[config.mk]
export PLATFORM = sky130hd
export DESIGN_NAME = scr_regs
export DESIGN_NICKNAME = d
export VERILOG_FILES = /design/src/scr_pkg.sv /design/src/scr_flag_if.sv /design/src/scr_flag_bank.sv /design/src/scr_regs.sv
export SDC_FILE = /design/constraint.sdc
export NUM_CORES = 1
export LEC_CHECK = 0
export ABC_AREA = 1
export BUFFER_PORTS_ARGS = -buffer_cell sky130_fd_sc_hd__buf_2
export CORE_MARGIN = 2
export CORE_UTILIZATION = 45
export CTS_BUF_LIST = sky130_fd_sc_hd__clkbuf_4
export CTS_CLUSTER_SIZE = 12
export DETAILED_ROUTE_END_ITERATION = 8
export HOLD_SLACK_MARGIN = 0.02
export PLACE_DENSITY_LB_ADDON = 0.12
export SYNTH_ARGS = -nofsm -noshare
export SYNTH_HDL_FRONTEND = slang
export SYNTH_HIERARCHICAL = 1
export SYNTH_SLANG_ARGS = --single-unit
[constraint.sdc]
create_clock -name sys_clk -period 2.1 [get_ports sys_clk]
set_input_delay 0.105 -clock sys_clk [delete_from_list [all_inputs] [get_ports sys_clk]]
set_output_delay 0.105 -clock sys_clk [all_outputs]
set_load 0.005 [all_outputs]
[src/scr_pkg.sv]
// shared constants and types of the scsi status and setup register bank
package scr_pkg;
    localparam int AXI_AW = 18;
    localparam int AXI_DW = 32;
    // register indices, byte address is four times the index
    localparam logic [15:0] IDX_STAT = 16'hf0ac;
    localparam logic [15:0] IDX_CAUSE = 16'hf0ad;
    localparam logic [15:0] IDX_STEP = 16'hf0ae;
    localparam logic [15:0] IDX_LEVEL = 16'hf0af;
    localparam logic [15:0] IDX_SETUP1 = 16'hf0b4;
    localparam logic [15:0] IDX_CLOCK = 16'hf0b5;
    localparam logic [15:0] IDX_SETUP2 = 16'hf0b7;
    localparam logic [15:0] IDX_SETUP3 = 16'hf0bc;
    localparam logic [15:0] IDX_SETUP4 = 16'hf0bd;
    localparam logic [1:0] RESP_OKAY = 2'h0;
    localparam logic [1:0] RESP_SLVERR = 2'h2;
    // sticky flag bank layout: cause bits 0..7, status flags above
    localparam int NFLAG = 12;
    localparam int C_SEL = 0;
    localparam int C_CHOSEN_WITH_ATTENTION = 1;
    localparam int C_RECHOSEN_AS_INITIATOR = 2;
    localparam int C_FC = 3;
    localparam int C_BS = 4;
    localparam int C_DIS = 5;
    localparam int C_BAD_OPCODE = 6;
    localparam int C_BUS_RESET_SEEN = 7;
    localparam int F_VGC = 8;
    localparam int F_TC = 9;
    localparam int F_PE = 10;
    localparam int F_GE = 11;
    // setup bit positions
    localparam int S1_PARITY_CHECK_ON = 4;
    localparam int S1_SRD = 6;
    localparam int S3_TEN_BYTE_GROUP_TWO = 5;
    // command group codes
    localparam logic [2:0] GRP_SIX = 3'h0;
    localparam logic [2:0] GRP_TEN = 3'h1;
    localparam logic [2:0] GRP_TEN_TWO = 3'h2;
    localparam logic [2:0] GRP_TWELVE = 3'h5;
    // synchronised pins
    localparam int NPIN = 5;
    localparam int P_IO = 0;
    localparam int P_CD = 1;
    localparam int P_MSG = 2;
    localparam int P_ATN = 3;
    localparam int P_RST = 4;
    localparam logic [7:0] BYTE_RST = 8'h00;
    localparam logic [4:0] PERIOD_MAX = 5'h1f;
    typedef enum logic [1:0] {
        WR_IDLE = 2'b00,
        WR_ADDR = 2'b01,
        WR_DATA = 2'b10,
        WR_RESP = 2'b11
    } scr_wr_t;
endpackage : scr_pkg

[src/scr_flag_if.sv]
// carrier between the register top and its sticky flag bank
`timescale 1ns/100ps
interface scr_flag_if;
    import scr_pkg::*;
    logic [NFLAG-1:0] set;
    logic [NFLAG-1:0] clr;
    logic [NFLAG-1:0] flags;
    modport bank (input set, input clr, output flags);
    modport user (output set, output clr, input flags);
endinterface : scr_flag_if

[src/scr_flag_bank.sv]
// sticky event flags, set wins over clear
`timescale 1ns/100ps
module scr_flag_bank import scr_pkg::*; (
    input wire logic sys_clk, // system clock
    input wire logic rst, // synchronous reset
    input wire logic ce, // clock enable
    scr_flag_if.bank fl // set, clear and flag vectors
);
    logic [NFLAG-1:0] flags_q;

    genvar gi;
    generate
        for (gi = 0; gi < NFLAG; gi++) begin : g_flag
            always_ff @(posedge sys_clk) begin
                if (rst) begin
                    flags_q[gi] <= 1'b0;
                end else if (ce) begin
                    // an event in the clearing cycle must survive
                    flags_q[gi] <= fl.set[gi] | (flags_q[gi] & ~fl.clr[gi]);
                end
            end
        end
    endgenerate

    assign fl.flags = flags_q;

    property p_set_wins;
        @(posedge sys_clk) disable iff (rst)
        (ce && fl.set != '0) |=> ((fl.flags & $past(fl.set)) == $past(fl.set));
    endproperty
    a_set_wins: assert property (p_set_wins) else $error("set event lost");

endmodule : scr_flag_bank

[src/scr_regs.sv]
// scsi controller status, cause, step, level and setup registers on axi4-lite
//
// Summary of operation
// count_expired flag sets when the transfer counter reaches zero.
// parity_fault flag sets only on a bus parity error with checking enabled.
// gross_fault flag sets on error conditions and never raises an interrupt alone.
// irq pending bit shows whether an interrupt is being requested.
// three status bits mirror the msg, c/d and i/o bus lines.
// valid_group flag sets when a received command group code is a standard one.
// selection sets chosen-as-target without atn, chosen_with_attention with atn.
// rechosen_as_initiator sets when reselected while acting as initiator.
// function_done sets after any command completes in target mode.
// bus_service sets on service request, and on every atn rise in target mode.
// link_dropped sets in target mode when a sequence command disconnects.
// bad_opcode sets on a reserved opcode or one invalid for the mode group.
// bus_reset_seen sets when a reset is seen on the scsi bus.
// cause address write loads selection timeout; read returns the cause bits.
// three-bit step_counter advances within a command and is readable.
// offset_not_full clears when the sync offset is at its maximum.
// five-bit sync_period sets the least gap between req or ack pulses.
// level read gives fifo_fill_level low and step_counter copy high.
// level address write loads the eight-bit sync_window offset.
// bus_reset_irq_mask keeps a bus reset from raising the interrupt.
// ten_byte_group_two setting lets group-two commands count as recognised.
// software programs the write-only clock_factor_value before bus use.
`timescale 1ns/100ps
module scr_regs import scr_pkg::*; (
    input wire logic sys_clk, // 20 MHz system clock
    input wire logic rst, // synchronous reset, active high
    input wire logic ce, // clock enable, freezes all state when low
    input wire logic [AXI_AW-1:0] s_axi_awaddr, // write address
    input wire logic s_axi_awvalid, // write address valid
    output logic s_axi_awready, // write address ready
    input wire logic [AXI_DW-1:0] s_axi_wdata, // write data
    input wire logic [3:0] s_axi_wstrb, // write byte strobes
    input wire logic s_axi_wvalid, // write data valid
    output logic s_axi_wready, // write data ready
    output logic [1:0] s_axi_bresp, // write response
    output logic s_axi_bvalid, // write response valid
    input wire logic s_axi_bready, // write response ready
    input wire logic [AXI_AW-1:0] s_axi_araddr, // read address
    input wire logic s_axi_arvalid, // read address valid
    output logic s_axi_arready, // read address ready
    output logic [AXI_DW-1:0] s_axi_rdata, // read data
    output logic [1:0] s_axi_rresp, // read response
    output logic s_axi_rvalid, // read data valid
    input wire logic s_axi_rready, // read data ready
    input wire logic scsi_msg, // bus msg line, asynchronous
    input wire logic scsi_cd, // bus c/d line, asynchronous
    input wire logic scsi_io, // bus i/o line, asynchronous
    input wire logic scsi_atn, // bus atn line, asynchronous
    input wire logic scsi_rst, // bus reset line, asynchronous
    input wire logic target_mode, // core acts as target
    input wire logic ev_count_zero, // transfer counter reached zero
    input wire logic ev_parity_err, // parity error seen on bus
    input wire logic ev_gross_err, // gross error condition
    input wire logic cdb_valid, // command group code received
    input wire logic [2:0] cdb_group, // received group code
    input wire logic ev_selected, // selected as a target
    input wire logic ev_rechosen_as_initiator, // reselected
    input wire logic ev_cmd_done, // command completed
    input wire logic ev_service_req, // other device wants service
    input wire logic ev_seq_disc, // sequence command disconnected
    input wire logic opcode_wr, // opcode written to command register
    input wire logic opcode_reserved, // written opcode is reserved
    input wire logic opcode_mode_bad, // opcode invalid for mode group
    input wire logic step_inc, // advance step counter
    input wire logic step_clr, // restart step counter
    input wire logic [4:0] fifo_fill_level, // bytes held in fifo
    input wire logic [7:0] offset_count, // outstanding sync offset
    input wire logic hs_req, // core wants a req or ack pulse
    output logic hs_ok, // pulse allowed this cycle
    output logic mcu_irq, // interrupt request to microcontroller
    output logic offset_not_full, // sync offset below maximum
    output logic [7:0] sel_timeout, // selection response timeout
    output logic [4:0] sync_period, // least req or ack gap
    output logic [7:0] sync_window, // sync offset value
    output logic [2:0] clock_factor_value, // clock conversion factor
    output logic [2:0] dest_id, // selection destination id
    output logic [7:0] setup_one, // setup register one
    output logic [7:0] setup_two, // setup register two
    output logic [7:0] setup_three, // setup register three
    output logic [7:0] setup_four // setup register four
);
    ////////////////////////////////////////////////////////////////////////////
    // pin synchronisers
    logic [NPIN-1:0] pin_raw;
    logic [NPIN-1:0] pin_meta_q;
    logic [NPIN-1:0] pin_sync_q;
    logic [NPIN-1:0] pin_last_q;
    assign pin_raw = {scsi_rst, scsi_atn, scsi_msg, scsi_cd, scsi_io};

    genvar gp;
    generate
        for (gp = 0; gp < NPIN; gp++) begin : g_pin
            always_ff @(posedge sys_clk) begin
                if (rst) begin
                    pin_meta_q[gp] <= 1'b0;
                    pin_sync_q[gp] <= 1'b0;
                    pin_last_q[gp] <= 1'b0;
                end else if (ce) begin
                    pin_meta_q[gp] <= pin_raw[gp];
                    pin_sync_q[gp] <= pin_meta_q[gp];
                    pin_last_q[gp] <= pin_sync_q[gp];
                end
            end
        end
    endgenerate

    logic atn_s;
    logic atn_rise;
    logic bus_rst_rise;
    assign atn_s = pin_sync_q[P_ATN];
    assign atn_rise = pin_sync_q[P_ATN] & ~pin_last_q[P_ATN];
    assign bus_rst_rise = pin_sync_q[P_RST] & ~pin_last_q[P_RST];

    ////////////////////////////////////////////////////////////////////////////
    // registers
    logic [7:0] setup1_q, setup2_q, setup3_q, setup4_q;
    logic [7:0] timeout_q, window_q;
    logic [4:0] period_q;
    logic [2:0] clkf_q, dest_q, step_q;
    logic parity_check_on, bus_reset_irq_mask, ten_byte_group_two;
    assign parity_check_on = setup1_q[S1_PARITY_CHECK_ON];
    assign bus_reset_irq_mask = setup1_q[S1_SRD];
    assign ten_byte_group_two = setup3_q[S3_TEN_BYTE_GROUP_TWO];

    ////////////////////////////////////////////////////////////////////////////
    // event flags
    scr_flag_if fl ();
    scr_flag_bank u_bank (
        .sys_clk(sys_clk),
        .rst(rst),
        .ce(ce),
        .fl(fl)
    );

    logic grp_ok;
    always_comb begin
        case (cdb_group)
            GRP_SIX, GRP_TEN, GRP_TWELVE: grp_ok = 1'b1;
            GRP_TEN_TWO: grp_ok = ten_byte_group_two;
            default: grp_ok = 1'b0;
        endcase
    end

    logic cause_rd;
    always_comb begin
        fl.set = '0;
        fl.set[F_TC] = ev_count_zero;
        fl.set[F_PE] = ev_parity_err & parity_check_on;
        fl.set[F_GE] = ev_gross_err;
        fl.set[F_VGC] = cdb_valid & grp_ok;
        fl.set[C_SEL] = ev_selected & ~atn_s;
        fl.set[C_CHOSEN_WITH_ATTENTION] = ev_selected & atn_s;
        fl.set[C_RECHOSEN_AS_INITIATOR] = ev_rechosen_as_initiator & ~target_mode;
        fl.set[C_FC] = ev_cmd_done & target_mode;
        fl.set[C_BS] = ev_service_req | (target_mode & atn_rise);
        fl.set[C_DIS] = ev_seq_disc & target_mode;
        fl.set[C_BAD_OPCODE] = opcode_wr & (opcode_reserved | opcode_mode_bad);
        fl.set[C_BUS_RESET_SEEN] = bus_rst_rise;
        // reading the cause register acknowledges the whole interrupt
        fl.clr = cause_rd ? '1 : '0;
    end

    logic [7:0] cause;
    logic [7:0] irq_mask;
    assign cause = fl.flags[C_BUS_RESET_SEEN:C_SEL];
    assign irq_mask = {~bus_reset_irq_mask, 7'h7f};
    // gross_fault lives outside the cause byte, so it cannot interrupt
    assign mcu_irq = |(cause & irq_mask);

    ////////////////////////////////////////////////////////////////////////////
    // step counter
    always_ff @(posedge sys_clk) begin
        if (rst) begin
            step_q <= 3'h0;
        end else if (ce) begin
            if (step_clr) begin
                step_q <= 3'h0;
            end else if (step_inc) begin
                step_q <= step_q + 3'h1;
            end
        end
    end

    assign offset_not_full = offset_count < window_q;

    ////////////////////////////////////////////////////////////////////////////
    // req/ack pacing, period zero means no limit
    logic [4:0] gap_q;
    logic [5:0] gap_next;
    assign gap_next = {1'b0, gap_q} + 6'h01;
    assign hs_ok = gap_next >= {1'b0, period_q};
    always_ff @(posedge sys_clk) begin
        if (rst) begin
            gap_q <= PERIOD_MAX;
        end else if (ce) begin
            if (hs_req && hs_ok) begin
                gap_q <= 5'h00;
            end else if (gap_q != PERIOD_MAX) begin
                gap_q <= gap_next[4:0];
            end
        end
    end

    ////////////////////////////////////////////////////////////////////////////
    // axi write channel
    scr_wr_t wr_st_q, wr_st_d;
    logic [AXI_AW-1:0] awaddr_q, wa;
    logic [7:0] wdata_q, wd;
    logic wstrb_q, ws;
    logic aw_hs, w_hs, wr_fire, wr_hit;
    logic [1:0] bresp_q;
    assign s_axi_awready = ce & (wr_st_q == WR_IDLE || wr_st_q == WR_DATA);
    assign s_axi_wready = ce & (wr_st_q == WR_IDLE || wr_st_q == WR_ADDR);
    assign s_axi_bvalid = wr_st_q == WR_RESP;
    assign s_axi_bresp = bresp_q;
    assign aw_hs = s_axi_awvalid & s_axi_awready;
    assign w_hs = s_axi_wvalid & s_axi_wready;
    assign wa = aw_hs ? s_axi_awaddr : awaddr_q;
    assign wd = w_hs ? s_axi_wdata[7:0] : wdata_q;
    assign ws = w_hs ? s_axi_wstrb[0] : wstrb_q;

    function automatic logic hit(input logic [AXI_AW-1:0] a, input logic [15:0] idx);
        hit = (a[AXI_AW-1:2] == idx) && (a[1:0] == 2'b00);
    endfunction : hit

    always_comb begin
        wr_st_d = wr_st_q;
        case (wr_st_q)
            WR_IDLE: begin
                if (aw_hs && w_hs) begin
                    wr_st_d = WR_RESP;
                end else if (aw_hs) begin
                    wr_st_d = WR_ADDR;
                end else if (w_hs) begin
                    wr_st_d = WR_DATA;
                end
            end
            WR_ADDR: if (w_hs) wr_st_d = WR_RESP;
            WR_DATA: if (aw_hs) wr_st_d = WR_RESP;
            WR_RESP: if (s_axi_bready) wr_st_d = WR_IDLE;
            default: wr_st_d = WR_IDLE;
        endcase
    end
    assign wr_fire = ce && wr_st_q != WR_RESP && wr_st_d == WR_RESP;
    assign wr_hit = hit(wa, IDX_STAT) | hit(wa, IDX_CAUSE) | hit(wa, IDX_STEP) | hit(wa, IDX_LEVEL)
        | hit(wa, IDX_SETUP1) | hit(wa, IDX_CLOCK) | hit(wa, IDX_SETUP2) | hit(wa, IDX_SETUP3)
        | hit(wa, IDX_SETUP4);

    always_ff @(posedge sys_clk) begin
        if (rst) begin
            wr_st_q <= WR_IDLE;
            awaddr_q <= '0;
            wdata_q <= BYTE_RST;
            wstrb_q <= 1'b0;
            bresp_q <= RESP_OKAY;
        end else if (ce) begin
            wr_st_q <= wr_st_d;
            if (aw_hs) awaddr_q <= s_axi_awaddr;
            if (w_hs) wdata_q <= s_axi_wdata[7:0];
            if (w_hs) wstrb_q <= s_axi_wstrb[0];
            if (wr_fire) bresp_q <= wr_hit ? RESP_OKAY : RESP_SLVERR;
        end
    end

    always_ff @(posedge sys_clk) begin
        if (rst) begin
            setup1_q <= BYTE_RST;
            setup2_q <= BYTE_RST;
            setup3_q <= BYTE_RST;
            setup4_q <= BYTE_RST;
            timeout_q <= BYTE_RST;
            window_q <= BYTE_RST;
            period_q <= 5'h00;
            clkf_q <= 3'h0;
            dest_q <= 3'h0;
        end else if (ce && wr_fire && ws) begin
            if (hit(wa, IDX_STAT)) dest_q <= wd[2:0];
            if (hit(wa, IDX_CAUSE)) timeout_q <= wd;
            if (hit(wa, IDX_STEP)) period_q <= wd[4:0];
            if (hit(wa, IDX_LEVEL)) window_q <= wd;
            if (hit(wa, IDX_SETUP1)) setup1_q <= wd;
            if (hit(wa, IDX_CLOCK)) clkf_q <= wd[2:0];
            if (hit(wa, IDX_SETUP2)) setup2_q <= wd;
            if (hit(wa, IDX_SETUP3)) setup3_q <= wd;
            if (hit(wa, IDX_SETUP4)) setup4_q <= {5'h00, wd[2:0]};
        end
    end

    ////////////////////////////////////////////////////////////////////////////
    // axi read channel
    logic ar_hs;
    logic [7:0] rd_byte;
    logic rd_hit;
    logic [7:0] rdata_q;
    logic [1:0] rresp_q;
    logic rvalid_q;
    assign s_axi_arready = ce & ~rvalid_q;
    assign ar_hs = s_axi_arvalid & s_axi_arready;
    assign cause_rd = ar_hs && hit(s_axi_araddr, IDX_CAUSE);

    always_comb begin
        rd_byte = BYTE_RST;
        rd_hit = 1'b1;
        if (hit(s_axi_araddr, IDX_STAT)) begin
            rd_byte = {mcu_irq, fl.flags[F_GE], fl.flags[F_PE], fl.flags[F_TC], fl.flags[F_VGC],
                pin_sync_q[P_MSG], pin_sync_q[P_CD], pin_sync_q[P_IO]};
        end else if (hit(s_axi_araddr, IDX_CAUSE)) begin
            rd_byte = cause;
        end else if (hit(s_axi_araddr, IDX_STEP)) begin
            rd_byte = {4'h0, offset_not_full, step_q};
        end else if (hit(s_axi_araddr, IDX_LEVEL)) begin
            rd_byte = {step_q, fifo_fill_level};
        end else if (hit(s_axi_araddr, IDX_SETUP1)) begin
            rd_byte = setup1_q;
        end else if (hit(s_axi_araddr, IDX_CLOCK)) begin
            rd_byte = BYTE_RST;
        end else if (hit(s_axi_araddr, IDX_SETUP2)) begin
            rd_byte = setup2_q;
        end else if (hit(s_axi_araddr, IDX_SETUP3)) begin
            rd_byte = setup3_q;
        end else if (hit(s_axi_araddr, IDX_SETUP4)) begin
            rd_byte = setup4_q;
        end else begin
            rd_hit = 1'b0;
        end
    end

    always_ff @(posedge sys_clk) begin
        if (rst) begin
            rvalid_q <= 1'b0;
            rdata_q <= BYTE_RST;
            rresp_q <= RESP_OKAY;
        end else if (ce) begin
            if (ar_hs) begin
                rvalid_q <= 1'b1;
                rdata_q <= rd_byte;
                rresp_q <= rd_hit ? RESP_OKAY : RESP_SLVERR;
            end else if (s_axi_rready) begin
                rvalid_q <= 1'b0;
            end
        end
    end
    assign s_axi_rvalid = rvalid_q;
    assign s_axi_rdata = {24'h00_0000, rdata_q};
    assign s_axi_rresp = rresp_q;

    assign sel_timeout = timeout_q;
    assign sync_period = period_q;
    assign sync_window = window_q;
    assign clock_factor_value = clkf_q;
    assign dest_id = dest_q;
    assign setup_one = setup1_q;
    assign setup_two = setup2_q;
    assign setup_three = setup3_q;
    assign setup_four = setup4_q;

    ////////////////////////////////////////////////////////////////////////////
    // assertions
    property p_tc;
        @(posedge sys_clk) disable iff (rst) (ce && ev_count_zero) |=> fl.flags[F_TC];
    endproperty
    a_tc: assert property (p_tc) else $error("count_expired not set");

    property p_pe;
        @(posedge sys_clk) disable iff (rst) $rose(fl.flags[F_PE]) |-> $past(ev_parity_err && parity_check_on);
    endproperty
    a_pe: assert property (p_pe) else $error("parity_fault set without checking");

    property p_ge;
        @(posedge sys_clk) disable iff (rst) (cause == 8'h00) |-> !mcu_irq;
    endproperty
    a_ge: assert property (p_ge) else $error("interrupt without a cause bit");

    property p_sel;
        @(posedge sys_clk) disable iff (rst)
        (ce && ev_selected) |=> ($past(atn_s) ? fl.flags[C_CHOSEN_WITH_ATTENTION] : fl.flags[C_SEL]);
    endproperty
    a_sel: assert property (p_sel) else $error("selection cause wrong");

    property p_fc;
        @(posedge sys_clk) disable iff (rst) (ce && ev_cmd_done && target_mode) |=> fl.flags[C_FC] ##0 mcu_irq;
    endproperty
    a_fc: assert property (p_fc) else $error("function_done not raised");

    property p_srd;
        @(posedge sys_clk) disable iff (rst) (cause == 8'h80 && bus_reset_irq_mask) |-> !mcu_irq;
    endproperty
    a_srd: assert property (p_srd) else $error("masked bus reset interrupted");

    property p_step;
        @(posedge sys_clk) disable iff (rst)
        (ce && step_inc && !step_clr) |=> step_q == $past(step_q) + 3'h1;
    endproperty
    a_step: assert property (p_step) else $error("step_counter did not advance");

    property p_pace;
        @(posedge sys_clk) disable iff (rst)
        (ce && hs_req && hs_ok && period_q == 5'h03) |=> !hs_ok ##1 !hs_ok;
    endproperty
    a_pace: assert property (p_pace) else $error("req or ack gap too short");

    property p_vgc;
        @(posedge sys_clk) disable iff (rst)
        (ce && cdb_valid && cdb_group == GRP_TEN_TWO && !ten_byte_group_two && !fl.flags[F_VGC])
            |=> !fl.flags[F_VGC];
    endproperty
    a_vgc: assert property (p_vgc) else $error("group two recognised while disabled");

    property p_bhold;
        @(posedge sys_clk) disable iff (rst) (s_axi_bvalid && !s_axi_bready) |=> s_axi_bvalid;
    endproperty
    a_bhold: assert property (p_bhold) else $error("write response dropped");

endmodule : scr_regs

Word level (Yosys, flattened, before mapping)
Cells that the tools add are included.

word-level totals
  register bits = 128
  input bits = 117
  output and inout bits = 103
  logic and storage cells = 232

operators by class
  add/sub/neg operators = 2
  order comparisons = 2
  equal/unequal tests = 27
  multiplexer cells = 38
  bitwise operators = 70
  reduce and logical (&&, ||, !) cells = 50

operators with widths
  cell                    number
  $eq A16 B16 Y1 const B  18
  $mux W8                 9
  $and A1 B1 Y1           29
  $reduce_and A2 Y1       14
  $logic_and A1 B1 Y1     25
  $or A1 B1 Y1            22
  $mux W18                1
  $not A1 Y1              18
  $mux W2                 8
  $mux W1                 12
  $mux W12                1
  $mux W5                 2
  $mux W3                 3
  $and A8 B8 Y8           1
  $lt A8 B8 Y1            1
  $pmux W2 S4             1
  $reduce_or A8 Y1        1
  $add A5 B1 Y6 const B   1
  $eq A2 B2 Y1 const B    3
  $ge A6 B5 Y1            1
  $logic_not A2 Y1        3
  $reduce_bool A2 Y1      3
  $ne A5 B5 Y1 const B    1
  $add A3 B1 Y3 const B   1
  other kinds (9)         10

Longest topological paths before layout
Gate-level depths: netlist (run 1).

  depth in word-level cells = 16
  gate-level depth with buffers = 15
  depth with buffers taken out = 14

Modules after synthesis
Netlist (run 1), hierarchy kept.

by module, submodules not included
  module         instances  cells each  area each (sq um)  sequential area each (sq um)
  scr_regs       1          929         6257.3             2282.2
  scr_flag_bank  1          63          461.7              240.2

Worst setup path before layout (run 1)
Ideal clock, no wire load.

  path type = register to register
  start = register gap_q[0]
  end = register gap_q[0]
  library setup time = 64 ps
  data arrival time = 1837 ps
  data required time = 2036 ps
  setup slack = 200 ps
  cell stages (with the launch flop) = 14
  buffers on the path = 0
  clock period less this slack = 1900 ps
  cell sequence = dfxtp_1 ha_1 xor2_1 ha_1 a21boi_0 o21ai_0 nand2_1 nand2_1 nand2_1 nand2_1 nand2_1 nand2_1 nand2_1 nand3_1

on the way
  word-level cells in the longest chain between the ends = 5
  elaborated cells between the ends (all ways) = 8

ends and longest elaborated chain
  item                          line             source
  from (decl)                   scr_regs.sv:191  logic [4:0] gap_q;
  from (signal assigned)        scr_regs.sv:202  gap_q <= gap_next[4:0];
  $add A5 B1 Y6 (*)             scr_regs.sv:193  assign gap_next = {1'b0, gap_q} + 6'h01;
  $ge A6 B5 Y1 (*)              scr_regs.sv:194  assign hs_ok = gap_next >= {1'b0, period_q};
  named net hs_ok               scr_regs.sv:72   output logic hs_ok,
  $logic_and A1 B1 Y1 (*)       scr_regs.sv:199  if (hs_req && hs_ok) begin
  $reduce_bool A2 Y1 (no line)  --
  $reduce_and A2 Y1 (no line)   --

The timed path passes the listed nets; every way through them passes the cells marked *. The select of a mux whose other input is x is not followed.
A chain may end at the register's enable or synchronous reset.

Worst setup path after layout (run 1)
  start = register gap_q[1]
  end = output hs_ok

on the way
  word-level cells in the longest chain between the ends = 2

ends and longest elaborated chain
  item           line
  $add A5 B1 Y6  scr_regs.sv:193
  $ge A6 B5 Y1   scr_regs.sv:194
  to (decl)      scr_regs.sv:72

Every way passes these cells.

==> results by stage, run 1 <==
Status:
- The flow ran to the end, but the final reports show violations.
- The final reports fail on negative setup slack.

Yosys:
- The flip-flop and latch count after synthesis is 126.
- In the synthesized netlist, the cells that appear most often are 201 x sky130_fd_sc_hd__nand2_1, 153 x sky130_fd_sc_hd__inv_1, 127 x sky130_fd_sc_hd__nor2_1, 126 x sky130_fd_sc_hd__dfxtp_1, 88 x sky130_fd_sc_hd__a21oi_1.
- Yosys mapped a number of flops with a built-in enable equal to 0.
- The average instance in the mapped netlist occupies 6.77 um2.
- After synthesis, the share of flip-flops with an asynchronous set or reset is 0%.
- The portion of synthesized cell area occupied by the leading cell type is 37.5%.
- The synthesized design spends more area on one cell type than any other, namely sky130_fd_sc_hd__dfxtp_1.
- The most frequent cell after synthesis is sky130_fd_sc_hd__nand2_1.
- After synthesis, the netlist uses 44 different library cells.
- For this run, the leading register cell type out of synthesis is sky130_fd_sc_hd__dfxtp_1.
- Counting every instance in the synthesized netlist gives 992.
- The warning count from the yosys run is 6.
- In the post-synthesis netlist, the biggest area contributors are sky130_fd_sc_hd__dfxtp_1 38%, sky130_fd_sc_hd__nand2_1 11%, sky130_fd_sc_hd__inv_1 8.5%, sky130_fd_sc_hd__nor2_1 7.1%, sky130_fd_sc_hd__a21oi_1 6.6%.
- The cell area after technology mapping is 6720 um2.
- The sequential area share after synthesis is 37.5%.

Global routing:
- Entering global routing, the biggest net connects 46 pins.
- The via count of the first global-routing pass is 6396.
- The total routing usage reported by global routing is 23.8%.
- The first-pass GRT wire length is 30500 um.
- The number of antenna violations at the first check in global routing was 0.
- Summed over all layers, the global routing overflow is 0.

Clocking:
- The clock sink total is 126.
- The number of buffers added by the clock tree synthesis step is 17.
- CTS built an H-tree with a depth of 4.
- The number of buffers on the longest clock path is 2.
- TritonCTS built the clock tree.
- The clock slew at the register clock pins of the worst setup and hold paths is 0.10 ns.
- In this run the clock root is driven by a sky130_fd_sc_hd__clkbuf_4.
- Clock latency on the worst-skew pair, taken at its later pin, is 0.55 ns.

Routing:
- In the final routed layout, each cell accounts on average for 13.6 um.
- In this run, the number of DRC markers left after iteration 0 of detailed routing was 468.
- After detailed routing, the total wire length is 19900 um.
- The total number of vias is 7137.
- The pre-antenna-repair detailed-routing pass consisted of 5 iterations.
- After detailed routing, the number of remaining DRC violations is 0.
- The per-cell via count in the routed design is 4.88.
- The count of nets left with antenna violations once routing finished came out at 0.

Setup path:
- The highest-delay cell along the critical path is sky130_fd_sc_hd__dfxtp_2.
- In this run the worst path has a maximum fanout of 2.
- The delay of the slowest cell on the worst path is 0.35 ns.
- The signal on the critical path passes through ha_4 -> xor2_2 -> ha_1 -> a21boi_1 -> o21ai_1 -> nand2_1 -> nand2_1 -> nand2_2 -> buf_2.
- The setup slack on the worst flop-to-flop path is 0.01 ns.
- The worst register-to-register path begins at wr_st_q[0].
- The dominant cell type by count on the critical path is sky130_fd_sc_hd__nand2_1.
- The critical setup path kind is reg -> out.
- Data on the critical path is required at its endpoint by 2.00 ns.
- Counting cells, the worst reg-to-reg path comes to 12.
- The worst setup path is launched from a register.
- The launching element of the worst setup path is gap_q[1].
- The endpoint identified for the worst register-to-register timing path is setup_two[4].
- STA classifies the critical path endpoint as an output port.
- The arrival time at the worst endpoint is 2.06 ns.

Final layout:
- 0 antenna diodes ended up in the layout.
- The area of all sequential standard cells is 2530 um2.
- In the final layout, the share of cells above drive strength 1 is 28.2%.
- Relative to the synthesized area, the layout overhead comes to 37.7%.
- Counting the fill cells in the layout gives 1344.
- The net count of the finished layout is 1399.
- The number of cells in the finished layout apart from fillers is 1464.
- The area taken by multi-input logic gates is 3620 um2.
- Cells fill 63.7% of the core in the end.

Placement:
- Port buffering added 161 buffers.
- The detailed-placement wirelength estimate is 13900 um.
- Counting tap cells, the placed design contains a total of 1354 instances.
- The global placer's final weighted congestion is 0.894.

Timing:
- Setup repair after global routing could not meet its margin everywhere.
- The final setup slack of the worst path is -0.0631 ns.
- The total of endpoints with negative setup slack in the final report is 1.
- Adding up every negative setup slack in the final design gives -0.0631 ns.
- Timing would allow up to 462 MHz.
- The worst pin sits at a relative slew slack of 44.7%.
- The number of max-slew violations in the final report is 0.
- The final-report hold violation count is 0.
- On the final layout, the worst clock skew is 0.0160 ns.
- The pin slew with the least headroom to its limit is 0.829 ns.
- After layout, the minimum clock period comes to 2.16 ns.
- The period utilization is 103%.

Hold path:
- The worst hold path terminates at rdata_q[1].
- The count of cells along the worst hold path is 7.
- In this run the worst hold path is classified as in -> reg.
- The worst hold path begins at fifo_fill_level[1].

Die:
- The I/O pin count is 220.
- The area of the core is 14500 um2.
- The die outline height is 126 um.
- The horizontal die dimension is 126 um.
- The floorplan step defined a die boundary enclosing 15900 um2.
- The effective utilization at floorplan is 46.2%.
- After floorplanning, the core was divided into 44 placement rows.

Power and ir drop:
- The power density of the placed cells is 592 nW/um2.
- In this run the static leakage power is 4.50 nW.
- The largest voltage drop on the vdd net is 0.359 mV.

Run:
- The tool flagged a number of max-cap violations equal to 0.
per-stage QoR:
stage / total power, W / area (um2) / hold slack (ns) / worst slack [ns]
after global routing: 0.00573 / 9250 / 0.119 / -0.206
final: 0.00548 / 9250 / 0.115 / -0.0631
after floorplan: 0.00310 / 6830 / 0.174 / 0.200
after CTS: 0.00538 / 8850 / 0.0623 / -0.127
after detailed placement: 0.00340 / 7860 / 0.331 / 0.0236
after global placement: 0.00339 / 7860 / 0.331 / 0.0376
flip-flops by register name (all words and copies together), names as in the netlist:
signal,cells
wstrb_q,1
sync_period,5
s_axi_rvalid,1
u_bank/fl.flags,12
setup_four,3
sync_window,8
rdata_q,8
setup_one,8
setup_two,8
step_q,3
dest_id,3
s_axi_rresp,1
setup_three,8
awaddr_q,18
sel_timeout,8
pin_last_q,2
pin_meta_q,5
wr_st_q,2
s_axi_bresp,1
gap_q,5
wdata_q,8
atn_s,1
clock_factor_value,3
pin_sync_q,4
area by class of cell:
| cell class | instances | share of cell area [%] |
|---|---|---|
| clock buffers | 19 | 1.54 |
| clock inverters | 13 | 1.85 |
| inverters | 158 | 6.44 |
| multi-input cells | 679 | 39.1 |
| flip-flops and latches | 126 | 27.3 |
| well taps | 184 | 2.49 |
| repair buffers | 285 | 21.2 |
cells by family after synthesis:
| family | after synthesis | share of synthesized area (%) |
|---|---|---|
| fa+ha+maj | 15 | 2.79 |
| compound gates | 190 | 14.9 |
| xor+xnor | 2 | 0.261 |
| mux | 1 | 0.149 |
| simple gates | 437 | 29.1 |
| other cells | 1 | 0.0558 |
| flops | 126 | 37.5 |
| buf+inv | 220 | 15.2 |
routing by layer:
| metal | track usage, % | part of all wire (%) | vias to the layer above |
|---|---|---|---|
| met5 | 0 | 0 | - |
| met4 | 9.31 | 2.0 | 0 |
| met3 | 4.08 | 6.9 | 35 |
| met2 | 36.5 | 45 | 265 |
| met1 | 33.5 | 46 | 3193 |
| li1 | - | - | 3644 |
how the worst max path moves through the flow:
stage | cells past startpoint | slack, ns | end
after floorplan | 13 | 0.20 | gap_q[0]
after global placement | 12 | 0.04 | sel_timeout[1]
after detailed placement | 12 | 0.02 | sel_timeout[2]
after CTS | 9 | -0.13 | hs_ok
after global routing | 9 | -0.21 | hs_ok
final | 9 | -0.06 | hs_ok
where the power goes:
group,switching [W],internal (W),total [W],leakage [nW]
combinational,0.000580,0.000494,0.00107,3.31
clock,0.000922,0.000956,0.00188,0.169
sequential,0.0000540,0.00248,0.00253,1.03
worst max-delay path: cells and delay by family, from the launching register on:
kind | cells | cell delay (ns)
XOR/XNOR | 1 | 0.15
adder cells (fa/ha/maj) | 2 | 0.44
AO/OA/AOI/OAI | 2 | 0.26
flip-flops | 1 | 0.35
buffers and inverters | 1 | 0.12
AND/OR/NAND/NOR | 3 | 0.19
cells in the final DEF, fill, tap and decap left out, types with 21 or more instances in the layout:
cell type                       synthesis  final
sky130_fd_sc_hd__o21ai_0               57     32
sky130_fd_sc_hd__conb_1                 1     31
sky130_fd_sc_hd__o21ai_1               26     33
sky130_fd_sc_hd__inv_1                153    150
sky130_fd_sc_hd__nand4_1               21     21
sky130_fd_sc_hd__buf_2                  3    161
sky130_fd_sc_hd__dfxtp_1              126    120
sky130_fd_sc_hd__nor2_1               127    116
sky130_fd_sc_hd__dlygate4sd3_1          0     63
sky130_fd_sc_hd__nand3_1               40     33
sky130_fd_sc_hd__buf_4                 33     54
sky130_fd_sc_hd__a21oi_1               88     84
sky130_fd_sc_hd__nand2_1              201    191
what timing repair did:
| action | 4_1_cts | 5_1_grt |
|---|---|---|
| endpoints found under the setup margin | 9 | 53 |
| resized for setup | 10 | 98 |
| setup buffers | 2 | 10 |
| hold buffers | 63 | 0 |
| hold endpoints to repair | 60 | 0 |
| cloned | 0 | 3 |
| pin swaps | 2 | 25 |
Note: power is estimated with default switching activity, not from simulation.
==> run 2: changes to the inputs <==
MAX_ROUTING_LAYER = met4   (was default)
==> results by stage, run 2 (same netlist as run 1, synthesis figures left out) <==
Timing:
- The maximum frequency from static timing analysis is 462 MHz.
- The clock arrives with 0.0172 ns of skew.
- The final-report hold violation count came to 0.
- Setup repair after global routing could not meet its margin everywhere.
- The period utilization is 103%.
- Subtracting the final worst setup slack from the clock period gives 2.17 ns.
- The total of endpoints with negative setup slack in the final report is 1.
- The number of max-slew violations in the final report was 0.
- For the pin with the worst max-slew slack, the measured transition is 0.831 ns.
- In this run the tightest slew margin relative to its limit is 44.5%.
- The final-layout worst hold slack is 0.110 ns.
- Setup slack on the critical path of the routed design comes to -0.0664 ns.

Die:
- The placement row count is 44.
- The die outline height is 126 um.
- The area of the core is 14500 um2.
- The effective utilization at floorplan is 46.2%.
- The horizontal die dimension is 126 um.
- The floorplan step defined a die boundary enclosing 15900 um2.
- The I/O pin count is 220.

Clocking:
- The number of buffers added by the clock tree synthesis step is 17.
- The buffer type at the clock tree root is sky130_fd_sc_hd__clkbuf_4.
- After clock tree synthesis, the clock-pin slew on the worst setup and hold paths is 0.10 ns.
- The clock sink total is 126.
- The CTS tree is done.
- The number of buffers on the longest clock path is 2.
- The total number of H-tree levels is 4.
- The clock insertion delay at the later pin of the skew report is 0.56 ns.

Final layout:
- The cell area after layout is 9300 um2.
- The register with the most flip-flops in the layout has 18 of them.
- The total of fill cells in the finished design is 1334.
- The library cells used most frequently in the layout, excluding fill and tap cells, are 191 x sky130_fd_sc_hd__nand2_1, 161 x sky130_fd_sc_hd__buf_2, 150 x sky130_fd_sc_hd__inv_1, 120 x sky130_fd_sc_hd__dfxtp_1, 115 x sky130_fd_sc_hd__nor2_1.
- Compared with the post-synthesis result, the final layout area differs by 38.3%.
- The library cell used most frequently in the layout, excluding fill and tap cells, is sky130_fd_sc_hd__nand2_1.
- Counting flops per register, the top entry is awaddr_q.
- The area taken by multi-input logic gates is 3630 um2.
- The net count of the finished layout is 1401.
- The number of antenna diodes in the final layout is 0.
- Summing all flip-flop and latch instances after layout gives 2530 um2.
- Leaving out filler cells and counting taps, the final layout contains 1466.
- The post-route core utilization is 64.0%.
- Of the cells placed in the final design, the portion with a size suffix greater than 1 is 28.5%.

Routing:
- The per-cell via count in the routed design is 4.85.
- After detailed routing, the number of remaining DRC violations is 0.
- The detailed router put a total of 9400 um of wire on met1.
- The total number of vias is 7116.
- The total routed wirelength is 20000 um.
- The detailed-routing iteration count for the pre-antenna-repair pass is 5.
- After detailed routing, the average wire length per cell comes to 13.7 um.
- In the detailed route, the total length drawn on met2 is 9020 um.
- The number of design-rule violations left by the first detailed-router iteration is 449.
- The highest metal layer used by the detailed router is met4.
- In the detailed route, the total length drawn on met3 is 1210 um.
- In this run the remaining antenna-violating nets after routing total 0.

Setup path:
- The startpoint identified for the worst register-to-register timing path is wr_st_q[0].
- The setup slack on the worst flop-to-flop path is 0.01 ns.
- The worst register-to-register path ends at setup_two[4].
- By startpoint and endpoint, the worst setup path is classified as reg -> out.
- In this run the worst setup path begins at gap_q[1].
- For the worst setup path, the data required time is 2.00 ns.
- The critical path ends at hs_ok.
- The number of cells on the worst reg-to-reg path is 12.
- The endpoint kind of the worst setup timing path is an output port.
- The worst setup path is launched from a register.
- Data arrives at the worst endpoint at 2.06 ns.
- The biggest fanout along the worst timing path is 2.

Placement:
- Once detailed placement completed, the half-perimeter wirelength came to 13900 um.
- Including well taps, the total number of placed cells is 1354.
- The worst slack after detailed placement is 0.0236 ns.
- The global placer's final weighted congestion is 0.909.
- Port buffering added 161 buffers.
- In this run the cell area measured after placement is 7860 um2.

Power and ir drop:
- The worst-case IR drop observed on VDD is 0.359 mV.
- The cell leakage power is 4.52 nW.
- The power density of the placed cells is 590 nW/um2.

Status:
- The run finished, with violations left.
- The final reports fail on negative setup slack.

Hold path:
- The worst hold path startpoint is fifo_fill_level[1].
- The worst min-delay path category is in -> reg.

Run:
- The tool flagged a number of max-cap violations equal to 0.

Global routing:
- The via count of the first global-routing pass is 6386.
- The number of antenna violations at the first check in global routing came to 0.
- The pin count of the biggest net entering global routing is 46.
- Global routing used 24.5% of the available tracks across all layers.
- The first-pass GRT wire length is 30500 um.
- Global routing finished with a remaining overflow of 0.
[run 2: stage by stage]
step,total power [W],TNS [ns]
after global placement,0.00339,0
after detailed placement,0.00340,0
after CTS,0.00538,-0.127
after global routing,0.00573,-2.03
final,0.00549,-0.0664
after floorplan,0.00310,0
[run 2: area by class of cell]
| type | instances | share of cell area (%) |
|---|---|---|
| multi-input combinational | 679 | 39.1 |
| timing repair buffer | 287 | 21.4 |
| clock buffer | 19 | 1.53 |
| inverter | 158 | 6.41 |
| tap | 184 | 2.48 |
| clock inverter | 13 | 1.84 |
| sequential | 126 | 27.2 |
[run 2: worst min path at each step]
stage               slack (ns)  cells past startpoint                   to
CTS                       0.06                      4           wdata_q[7]
finish                    0.11                      7           rdata_q[1]
floorplan                 0.17                      1  u_bank/fl.flags[10]
detailed placement        0.33                      3        pin_meta_q[3]
global placement          0.33                      3        pin_meta_q[4]
global route              0.12                      5           wr_st_q[1]
[run 2: critical path: stages, from the launching register on]
cell	delay [ns]
sky130_fd_sc_hd__dfxtp_2	0.35
sky130_fd_sc_hd__ha_4	0.16
sky130_fd_sc_hd__xor2_2	0.15
sky130_fd_sc_hd__ha_1	0.27
sky130_fd_sc_hd__a21boi_1	0.13
sky130_fd_sc_hd__o21ai_1	0.13
sky130_fd_sc_hd__nand2_1	0.07
sky130_fd_sc_hd__nand2_1	0.07
sky130_fd_sc_hd__nand2_2	0.05
sky130_fd_sc_hd__buf_2	0.12
[run 2: repair_timing]
item | in CTS | in global routing
pin swaps | 2 | 25
hold buffers | 63 | 0
hold endpoints to repair | 60 | 0
resized for setup | 10 | 96
setup endpoints to repair | 9 | 53
cloned | 0 | 3
buffers inserted | 2 | 12
[run 2: layer usage]
metal	up-vias	global-route usage, %
met1	3182	33.6
met3	35	4.21
met5	-	-
met4	0	9.11
met2	248	36.4
li1	3651	-
[run 2: power by group]
group          switching, W  internal [W]  leakage, nW
registers         0.0000541       0.00248         1.03
clock network      0.000926      0.000955        0.169
logic              0.000581      0.000494         3.32
total               0.00156       0.00393         4.52
==> run 3: changes to the inputs <==
--- a/config.mk
+++ b/config.mk
@@ -8,3 +8,3 @@
 export ABC_AREA = 1
-export BUFFER_PORTS_ARGS = -buffer_cell sky130_fd_sc_hd__buf_2
+export CAP_MARGIN = 40
 export CORE_MARGIN = 2
@@ -14,2 +14,3 @@
 export DETAILED_ROUTE_END_ITERATION = 8
+export DONT_BUFFER_PORTS = 1
 export HOLD_SLACK_MARGIN = 0.02
==> constraint.sdc (replaced) <==
create_clock -name sys_clk -period 2.1 [get_ports sys_clk]
set_input_delay 0.315 -clock sys_clk [delete_from_list [all_inputs] [get_ports sys_clk]]
set_output_delay 0.315 -clock sys_clk [all_outputs]
set_load 0.005 [all_outputs]
==> results by stage, run 3 (same netlist as run 1, synthesis figures left out) <==
Setup path:
- For the worst setup path, the data arrival time is 2.06 ns.
- The reg-to-reg startpoint is wr_st_q[0].
- STA puts the critical path data required time at 1.78 ns.
- The reg-to-reg critical path endpoint is setup_two[4].
- In this run the worst path has a maximum fanout of 3.
- The startpoint type of the worst setup path is a register.
- The critical setup path kind is reg -> out.
- The setup slack on the worst flop-to-flop path is 0.05 ns.
- The critical path starts at gap_q[1].
- The logic depth of the worst register-to-register path is 14.
- The endpoint kind of the worst setup timing path is an output port.

Die:
- The floorplan has 44 rows.
- The I/O pin count is 220.
- The effective utilization at floorplan is 46.2%.
- The die outline height is 126 um.
- In this run the horizontal extent of the chip is 126 um.
- The total area inside the core boundary comes to 14500 um2.
- The total die area is 15900 um2.

Timing:
- The final-report hold violation count was 0.
- Setup violations remaining at the end of the flow were counted as 2.
- The number of max-slew violations in the final report is 0.
- Setup repair after global routing could not meet its margin everywhere.
- In this run the tightest slew margin relative to its limit is 61.9%.
- The minimum period implied by the final worst setup slack is 2.37 ns.
- The final-layout worst hold slack is 0.0760 ns.
- After layout, the worst path uses 113% of the clock period.
- Static timing analysis puts the maximum clock frequency at 422 MHz.
- The worst-case clock skew is 0.0217 ns.
- The pin slew with the least headroom to its limit is 0.565 ns.
- Across all setup checks in the final design, the least slack found is -0.271 ns.

Clocking:
- The number of buffers added by the clock tree synthesis step is 17.
- The later pin in the worst-skew pair is clocked with a latency of 0.54 ns.
- Clock-pin slew was measured on the worst setup and hold paths at 0.11 ns.
- The clock sink total is 126.
- The total number of H-tree levels is 4.
- The number of buffers on the longest clock path is 2.
- The buffer type at the clock tree root is sky130_fd_sc_hd__clkbuf_4.
- The CTS tree is done.

Global routing:
- The number of antenna violations at the first check in global routing is 2.
- Global routing used 23.6% of the available tracks.
- The via count of the first global-routing pass is 5663.
- The first global-routing pass estimated 28900 um of wire.
- The total grt overflow is 0.
- The pin count of the biggest net entering global routing is 53.

Final layout:
- In the final layout, the multi-input gates occupy 3710 um2.
- Registers take 2530 um2.
- The number of flip-flops under the largest register name is 18.
- The number of cells in the finished layout apart from fillers is 1284.
- The layout has 1470 filler cells.
- The most flop-heavy register is awaddr_q.
- In the layout the commonest cells are 191 x sky130_fd_sc_hd__nand2_1, 142 x sky130_fd_sc_hd__inv_1, 118 x sky130_fd_sc_hd__nor2_1, 117 x sky130_fd_sc_hd__dfxtp_1, 80 x sky130_fd_sc_hd__a21oi_1.
- The share of cells above drive strength 1 is 19.7%.
- The most frequent standard cell in the layout excluding fill and tap cells is sky130_fd_sc_hd__nand2_1.
- The area overhead of the layout relative to synthesis is 25.0%.
- The net count of the finished layout is 1217.

Hold path:
- Along the worst hold path, the cell count comes to 2.
- The worst min-delay path category is in -> reg.
- The worst-case hold path end point is wdata_q[5].
- The startpoint identified for the worst hold timing path is s_axi_wdata[5].

Power and ir drop:
- The cell leakage power is 3.71 nW.
- Power comes to 0.00524 W.
- VDD sags by at most 0.370 mV.
- Power spread over the standard cell area amounts to 624 nW/um2.

Routing:
- The total number of vias is 6416.
- The number of design-rule violations left by the first detailed-router iteration is 409.
- For this block, the routed nets add up to 19200 um of wire.
- The detail route stage leaves a number of antenna-violating nets equal to 0.
- The first detailed-routing pass took 5 iterations.
- Dividing the detail-routed via count by the number of cells gives 5.00.
- The residual DRC count is 0.
- The average detailed-routed wire length per instance is 15.0 um.

Placement:
- The global placer's final weighted congestion is 0.918.
- The count of placed standard cells including taps is 1176.
- The count of buffers added on input and output ports is 0.
- After legalization and detailed placement, the total HPWL measured 13200 um.

Status:
- The run finished, with violations left.
- The checks that failed: negative setup slack.

Run:
- Across the run, the number of max-cap violations was 0.
run 3: through the flow:
stage | util (%) | setup TNS [ns] | instance area (um2) | setup WS [ns]
after floorplan | - | 0 | 6830 | 0.181
after global routing | 57.8 | -2.07 | 8400 | -0.412
after global placement | 47.5 | -0.355 | 6900 | -0.0605
after detailed placement | 47.5 | -0.879 | 6900 | -0.102
final | 57.8 | -0.291 | 8400 | -0.271
after CTS | 54.5 | -0.404 | 7930 | -0.339
run 3: routing by layer:
metal	global-route usage [%]	wire length, um	vias to the layer above
li1	-	-	3292
met1	30.3	8580	2891
met2	35.7	8750	210
met3	7.60	1570	23
met4	7.37	303	0
met5	-	0	-
run 3: power by group:
group / total [W] / internal [W] / leakage (nW) / switching [W]
clock network: 0.00177 / 0.000856 / 0.164 / 0.000915
registers: 0.00253 / 0.00248 / 1.03 / 0.0000562
logic: 0.000935 / 0.000405 / 2.52 / 0.000531
total: 0.00524 / 0.00374 / 3.71 / 0.00150
run 3: final cells by class:
type / instances / share of cell area, %
clock buffer: 20 / 1.79
clock inverter: 12 / 1.71
inverter: 158 / 7.12
antenna: 2 / 0.0596
tap: 184 / 2.74
sequential: 126 / 30.2
multi-input combinational: 678 / 44.2
timing repair buffer: 104 / 12.2
run 3: worst max-delay path: stages, from the launching register on:
cell and delay [ns]:
sky130_fd_sc_hd__dfxtp_2 0.37, sky130_fd_sc_hd__ha_4 0.17, sky130_fd_sc_hd__xor2_4 0.19, sky130_fd_sc_hd__ha_4 0.22
sky130_fd_sc_hd__a21boi_1 0.12, sky130_fd_sc_hd__o21ai_1 0.11, sky130_fd_sc_hd__nand2_1 0.08, sky130_fd_sc_hd__nand2_1 0.07
sky130_fd_sc_hd__nand2_2 0.07, sky130_fd_sc_hd__buf_6 0.12
run 3: worst max path at each step:
stage                          to  slack, ns  depth (start not counted)
2_1_floorplan  u_bank/fl.flags[0]       0.18                         10
3_3_place_gp       sel_timeout[1]      -0.06                         11
3_5_place_dp       sel_timeout[2]      -0.10                         11
4_1_cts                     hs_ok      -0.34                          9
5_1_grt                     hs_ok      -0.41                          9
6_report                    hs_ok      -0.27                          9
run 3: what timing repair did:
action                                  in CTS  in global routing
hold buffers                                47                  0
pin swaps                                   13                 53
hold endpoints to repair                    66                  0
buffers inserted                             9                 15
endpoints found under the setup margin      34                 57
gates resized for setup                     44                 97
cloned                                       1                  2
